--- src/core/cmbi_pkg.sv ---
// Package for the connection memory block fill: map, keys, timing, types
package cmbi_pkg;

  localparam logic [23:0] CMBI_ADDR_PATTERN   = 24'h04_0288;
  localparam logic [23:0] CMBI_ADDR_TRIGGER   = 24'h04_028C;
  localparam logic [31:0] CMBI_FILL_KEY       = 32'h3141_5926;
  localparam logic [31:0] CMBI_PATTERN_RESET  = 32'h0000_0000;
  localparam int          CMBI_STAT_FILL_BIT  = 0;
  localparam int          CMBI_STAT_RESET_BIT = 1;
  // Memory geometry; the fill walks every word once
  localparam int          CMBI_MEM_WORDS      = 24576;
  localparam int          CMBI_ADDR_W         = 15;
  localparam logic [14:0] CMBI_LAST_ADDR      = 15'h5FFF;
  localparam logic [14:0] CMBI_ADDR_ZERO      = 15'h0000;
  // One word per cycle: 24576 cycles, about 123 us at 200 MHz
  // A slower pace would stretch the fill far past its time
  localparam int          CMBI_WORD_CYCLES    = 1;
  localparam int          CMBI_FILL_CYCLES    = CMBI_MEM_WORDS * CMBI_WORD_CYCLES;
  localparam int          CMBI_PACE_W         = 4;
  localparam logic [3:0]  CMBI_PACE_LAST      = 4'(CMBI_WORD_CYCLES - 1);
  localparam logic [3:0]  CMBI_PACE_ZERO      = 4'h0;
  // Reset initialization length in cycles, arbitrary small figure
  localparam logic [7:0]  CMBI_RSTINIT_CYCLES = 8'h40;
  localparam logic [7:0]  CMBI_RSTINIT_ZERO   = 8'h00;

  typedef enum logic [1:0] {
    CMBI_IDLE,
    CMBI_FILL
  } cmbi_state_type;

  typedef struct packed {
    logic        sel;
    logic        wr;
    logic [23:0] addr;
    logic [31:0] wdata;
    logic        memAccess;
  } cmbi_req_type;

  typedef struct packed {
    logic                   we;
    logic [CMBI_ADDR_W-1:0] addr;
    logic [31:0]            data;
  } cmbi_memwr_type;

endpackage

--- src/core/cmbi_pace.sv ---
// Word pacing counter: pulses once per word slot while running
module cmbi_pace
  import cmbi_pkg::*;
(
  input  wire logic sys_clk,
  input  wire logic srst,
  input  wire logic run,
  output logic      tick
);

  logic [CMBI_PACE_W-1:0] count;
  logic [CMBI_PACE_W-1:0] next_count;

  always_comb begin
    next_count = CMBI_PACE_ZERO;
    if (run && count != CMBI_PACE_LAST) begin
      next_count = count + 4'(1);
    end
  end

  always_ff @(posedge sys_clk) begin
    if (srst) begin
      count <= CMBI_PACE_ZERO;
    end else begin
      count <= next_count;
    end
  end

  assign tick = run && (count == CMBI_PACE_LAST);

endmodule

--- src/core/cmbi_block_init.sv ---
// Connection memory block fill engine with pattern and trigger registers
// Operation
// - Pattern register: 32-bit read/write, holds the fill word.
// - Trigger register: key writes start a fill, reads return status.
// - A fill runs by itself after power-up.
// - Pattern register clears at power-up, so first fill writes zeros unless a pattern is written first.
// - Fill writes the pattern to every memory word in about 120 us.
// - Pattern changes during a fill do not affect that fill.
// - Writing key 31415926 hex to the trigger starts a fill.
// - Fill requests (key writes) during a running fill are ignored; pattern writes are still taken.
// - Status bit 0 is one while a fill runs.
// - Status bit 1 is one while reset initialization runs.
// - Status bits 31 to 2 always read zero.
// - Memory accesses during fill or reset init end in bus fault.
// - TDM outputs stay high impedance throughout any fill.
module cmbi_block_init
  import cmbi_pkg::*;
(
  input  wire logic     sys_clk,
  input  wire logic     srst,
  input  cmbi_req_type  busReq,
  output logic [31:0]   busRdata,
  output logic          bus_fault_flag,
  output cmbi_memwr_type memWr,
  output logic          tdmHighZ,
  output logic          fillBusy,
  output logic          resetInitBusy
);

  ////////////////////////////////////////////////////////////////////////
  // State

  cmbi_state_type         state;
  cmbi_state_type         next_state;
  logic [31:0]            pattern;
  logic [31:0]            next_pattern;
  logic [31:0]            fillWord;
  logic [31:0]            next_fillWord;
  logic [CMBI_ADDR_W-1:0] fillAddr;
  logic [CMBI_ADDR_W-1:0] next_fillAddr;
  logic [7:0]             rstCount;
  logic [7:0]             next_rstCount;
  logic                   next_resetInitBusy;
  logic                   next_fillBusy;
  logic                   pendingBoot;
  logic                   next_pendingBoot;
  logic [31:0]            next_busRdata;
  logic                   next_fault;
  cmbi_memwr_type         next_memWr;
  logic                   wordTick;
  logic                   keyWrite;
  logic                   fillRun;
  logic                   patternWrite;
  logic                   bootDue;
  logic                   busyAny;

  assign fillRun = state == CMBI_FILL;

  cmbi_pace u_pace (
    .sys_clk (sys_clk),
    .srst    (srst),
    .run     (fillRun),
    .tick    (wordTick)
  );

  ////////////////////////////////////////////////////////////////////////
  // Bus decode

  assign patternWrite = busReq.sel && busReq.wr && busReq.addr == CMBI_ADDR_PATTERN;
  assign keyWrite     = busReq.sel && busReq.wr && busReq.addr == CMBI_ADDR_TRIGGER
                        && busReq.wdata == CMBI_FILL_KEY;
  // Boot fill waits for reset init so it uses a pattern written during init
  assign bootDue      = pendingBoot && !resetInitBusy;
  // Memory is off limits while either initialization runs
  assign busyAny      = fillBusy || resetInitBusy;

  ////////////////////////////////////////////////////////////////////////
  // Reset initialization

  always_comb begin
    next_rstCount      = rstCount;
    next_resetInitBusy = resetInitBusy;
    if (resetInitBusy) begin
      if (rstCount == CMBI_RSTINIT_ZERO) begin
        next_resetInitBusy = 1'h0;
      end else begin
        next_rstCount = rstCount - 8'h01;
      end
    end
  end

  always_ff @(posedge sys_clk) begin
    if (srst) begin
      rstCount      <= CMBI_RSTINIT_CYCLES;
      resetInitBusy <= 1'h1;
    end else begin
      rstCount      <= next_rstCount;
      resetInitBusy <= next_resetInitBusy;
    end
  end

  ////////////////////////////////////////////////////////////////////////
  // Pattern register

  always_comb begin
    next_pattern = pattern;
    if (patternWrite) begin
      // A running fill keeps its own copy
      next_pattern = busReq.wdata;
    end
  end

  always_ff @(posedge sys_clk) begin
    if (srst) begin
      pattern <= CMBI_PATTERN_RESET;
    end else begin
      pattern <= next_pattern;
    end
  end

  ////////////////////////////////////////////////////////////////////////
  // Read data

  always_comb begin
    next_busRdata = busRdata;
    if (busReq.sel && !busReq.wr) begin
      next_busRdata = '0;
      if (busReq.addr == CMBI_ADDR_PATTERN) begin
        next_busRdata = pattern;
      end else if (busReq.addr == CMBI_ADDR_TRIGGER) begin
        // Status, never the last written word
        next_busRdata[CMBI_STAT_FILL_BIT]  = fillBusy;
        next_busRdata[CMBI_STAT_RESET_BIT] = resetInitBusy;
      end
    end
  end

  always_ff @(posedge sys_clk) begin
    if (srst) begin
      busRdata <= '0;
    end else begin
      busRdata <= next_busRdata;
    end
  end

  ////////////////////////////////////////////////////////////////////////
  // Bus fault

  always_comb begin
    next_fault = 1'h0;
    if (busReq.sel && busReq.memAccess && busyAny) begin
      next_fault = 1'h1;
    end
  end

  always_ff @(posedge sys_clk) begin
    if (srst) begin
      bus_fault_flag <= 1'h0;
    end else begin
      bus_fault_flag <= next_fault;
    end
  end

  ////////////////////////////////////////////////////////////////////////
  // Fill sequencer

  always_comb begin
    next_state       = state;
    next_pendingBoot = pendingBoot;
    next_fillWord    = fillWord;
    next_fillAddr    = fillAddr;
    next_memWr       = '0;

    case (state)
      CMBI_IDLE: begin
        // A key beside the last word in flight is dropped as well
        if (!fillBusy && (bootDue || keyWrite)) begin
          next_state       = CMBI_FILL;
          next_pendingBoot = 1'h0;
          next_fillWord    = pattern;
          next_fillAddr    = CMBI_ADDR_ZERO;
        end
      end
      CMBI_FILL: begin
        // keyWrite not looked at here: a repeat request is dropped
        if (wordTick) begin
          next_memWr.we   = 1'h1;
          next_memWr.addr = fillAddr;
          next_memWr.data = fillWord;
          if (fillAddr == CMBI_LAST_ADDR) begin
            next_state = CMBI_IDLE;
          end else begin
            next_fillAddr = fillAddr + 15'h0001;
          end
        end
      end
      default: begin
        next_state = CMBI_IDLE;
      end
    endcase
  end

  always_ff @(posedge sys_clk) begin
    if (srst) begin
      state       <= CMBI_IDLE;
      pendingBoot <= 1'h1;
      fillWord    <= CMBI_PATTERN_RESET;
      fillAddr    <= CMBI_ADDR_ZERO;
      memWr       <= '0;
    end else begin
      state       <= next_state;
      pendingBoot <= next_pendingBoot;
      fillWord    <= next_fillWord;
      fillAddr    <= next_fillAddr;
      memWr       <= next_memWr;
    end
  end

  ////////////////////////////////////////////////////////////////////////
  // Busy flags

  always_comb begin
    // Busy also covers the last word still on its way to memory
    next_fillBusy = (next_state == CMBI_FILL) || next_memWr.we;
  end

  always_ff @(posedge sys_clk) begin
    if (srst) begin
      fillBusy <= 1'h0;
      tdmHighZ <= 1'h0;
    end else begin
      fillBusy <= next_fillBusy;
      tdmHighZ <= next_fillBusy;
    end
  end

endmodule

--- config.mk ---
export PLATFORM = sky130hd
export DESIGN_NAME = cmbi_block_init
export DESIGN_NICKNAME = d
export VERILOG_FILES = /design/src/core/cmbi_pkg.sv /design/src/core/cmbi_pace.sv /design/src/core/cmbi_block_init.sv
export SDC_FILE = /design/constraint.sdc
export NUM_CORES = 1
export LEC_CHECK = 0
export BUFFER_PORTS_ARGS = -buffer_cell sky130_fd_sc_hd__buf_2
export CAP_MARGIN = 20
export CORE_UTILIZATION = 57
export CTS_CLUSTER_DIAMETER = 60
export DETAILED_ROUTE_END_ITERATION = 8
export MAX_ROUTING_LAYER = met4
export PLACE_DENSITY = 0.83
export RECOVER_POWER = 100
export SLEW_MARGIN = 40
export SYNTH_ARGS = -nofsm -noshare
export SYNTH_HDL_FRONTEND = slang
export SYNTH_SLANG_ARGS = --single-unit
--- constraint.sdc ---
create_clock -name sys_clk -period 4.7 [get_ports sys_clk]
set_clock_uncertainty 0.2 [all_clocks]
set_input_delay 0.94 -clock sys_clk [delete_from_list [all_inputs] [get_ports sys_clk]]
set_output_delay 0.94 -clock sys_clk [all_outputs]
set_load 0.01 [all_outputs]
==> results.toml <==
[timing]
slew_viol_final = 152
period_share = 0.765
max_slew_margin = -0.598
rsz0062_at_grt = "no"
hold_violations = 0
setup_ws_ps = 1110
fmax_mhz = 278
finalSetupTns_ps = 0
setup_viol = 0
worstMarginPinSlew_ps = 2400
fin_crit_ps = 3590

[flow_run]
drv_cap = 2

[clock_network]
cts_inserted_buffers = 17
cts_sinks = 177
htreeDepth = 4
cts_setup_buffers = 0
cts_tree = "yes"
path_clk_slew_ps = 60
cts_resized = 0
clk_latency_ps = 420
cts_buffer_depth = 2
root_buffer = "clkbuf_16"
hold_buffers = 0

[pwr]
leakagePower_nw = 3.22
p_per_area_nw_per_um2 = 410
irDropWorstVdd_mv = 0.273

[route]
routed_via_density = 5.70
via_count = 5235
drc = 0
met3_length_um = 969
m1WireLength_um = 6560
wl_met2_um = 7790
firstDrtPassIters = 8
routed_wire_length_per_instance_um = 17.1
ant_nets = 0
initialDrtViolationCount = 247
wirelength_um = 15700
dr.max_layer_used = "met4"

[finish]
final_util = 0.698
fillers = 876
final_common_cell = "dfxtp_1"
drive_above_1_share = 0.131
final_nets = 832
final_cell_mix = "dfxtp_1, nor2_1, clkbuf_1"
synthToLayoutAreaGrowth_pct = 18.7

[setup_path]
end_kind = "flop"
crit_path_start_kind = "primary input"
required_ps = 4710
critPathMaxFanout = 22
worstSetupPathType = "primary input to flop"
crit_arrival_ps = 3600

[global_route]
grt_usage = 0.284
antenna_found_initial = 1
grt_max_degree = 122
grt_pass1_vias = 5113
grt_pass1_wl_um = 24700
grt.overflow.total = 0

[synth]
syn_area_um2 = 6430
ys_seq_area_frac = 0.551
syn_nets = 702
netlist_instances = 636
yosys_warnings = 0
synth_ff_type = "dfxtp_1"
synth-edff-count = 0
synth_cell_type_count = 49
ys_ff_latch = 177
async_flop_share = 0
synth_area_per_cell_um2 = 10.1

[placed_design]
port_buffers = 144
place.gp.congestion = 0.843
post-place-ws_ps = 1090
hpwl_um = 10800

[floorplan]
fp.dieH_um = 108
pin_count = 145
rows = 38
die-area_um2 = 11700
core_um2 = 10900
die-width_um = 108
start_util = 0.588

[worst_hold_path]
worstHoldPathType = "flop to flop"

[outcome]
outcome = "finished, violations left"
violations = "max-capacitance violations, max-slew violations"
[per-layer routing]
metal,global-route usage,vias up
met4,0.128,0
met2,0.472,211
met3,0.0669,40
li1,-,2504
met5,-,-
met1,0.326,2480
[Yosys cell counts, drive strengths merged (2+ instances only)]
cell / n / share of area
or3: 5 / 0.0049
or4: 2 / 0.0023
xnor2: 5 / 0.0068
a22oi: 30 / 0.035
a31oi: 2 / 0.0019
nor4bb: 4 / 0.0062
ha: 5 / 0.0097
buf: 14 / 0.013
nor3: 19 / 0.016
nor4b: 9 / 0.013
a41oi: 2 / 0.0027
nand3: 9 / 0.0070
and2: 3 / 0.0029
o21ai: 9 / 0.0070
nor2: 118 / 0.069
nand2b: 6 / 0.0058
mux2i: 67 / 0.10
a21oi: 14 / 0.011
and3: 51 / 0.050
dfxtp: 177 / 0.55
o2bb2ai: 4 / 0.0054
nand2: 11 / 0.0064
xor2: 2 / 0.0027
a311oi: 2 / 0.0027
nand4: 7 / 0.0078
inv: 9 / 0.0053
a211oi: 4 / 0.0047
nor4: 5 / 0.0095
clkbuf: 28 / 0.016
[per-stage QoR]
stage / instances / cell area [um2] / hold slack (ps) / power (mW)
after floorplan: 636 / 6430 / 218 / 1.77
after global placement: 887 / 7230 / 226 / 1.83
after detailed placement: 887 / 7240 / 236 / 1.85
after CTS: 918 / 7800 / 250 / 3.14
after global routing: 919 / 7630 / 269 / 3.23
final: 919 / 7630 / 252 / 3.13
[logic make-up (layout without fill, tap and decap cells)]
kind of cell	Yosys count	count (layout)	synth area share
AOI/OAI and AO/OA	74	74	0.0831
xor gates and xnor gates	7	7	0.00953
adders and majority gates	5	5	0.00973
buffers and inverters	51	193	0.0342
DFF	177	177	0.551
muxes	67	67	0.104
other	1	2	0.000583
and+or+nand+nor	254	254	0.208
[cell type report]
class	count	area, um2	area share
flip-flops and latches	177	3540	0.464
multi-input cells	408	2660	0.348
repair buffers	153	667	0.0873
clock buffers	19	443	0.0580
well taps	140	175	0.0229
clock inverters	12	110	0.0144
inverters	9	33.8	0.00442
diodes	1	2.50	0.000328
[final timing paths]
check / startpoint / to / slack (ps) / cells after the start
max: busReq[31] / fillWord[8] / 1110 / 8
max reg2reg: state[1] / u_pace.count[2] / 1420 / 6
min: pendingBoot / pendingBoot / 250 / 1
min reg2reg: pendingBoot / pendingBoot / 250 / 1
[power by group]
| group | total, mW | switching, mW | internal, mW | leakage [nW] |
|---|---|---|---|---|
| registers | 1.57 | 0.0376 | 1.53 | 1.43 |
| clock network | 1.32 | 0.576 | 0.742 | 0.262 |
| logic | 0.243 | 0.137 | 0.107 | 1.53 |
[registers in the layout, indices dropped and copies added (netlist names), 2 cells and up]
register,cells
fillAddr,15
fillWord,32
state,2
u_pace.count,4
memWr,48
pattern,32
busRdata,32
rstCount,8
[critical path, cell delays in order]
cell	delay [ps]
buf_2	110
nor4bb_1	550
nand3_1	150
nor4_1	830
o211ai_4	330
buf_4	370
mux2i_1	230
nor2_1	60
Note: power is estimated with default switching activity, not from simulation.
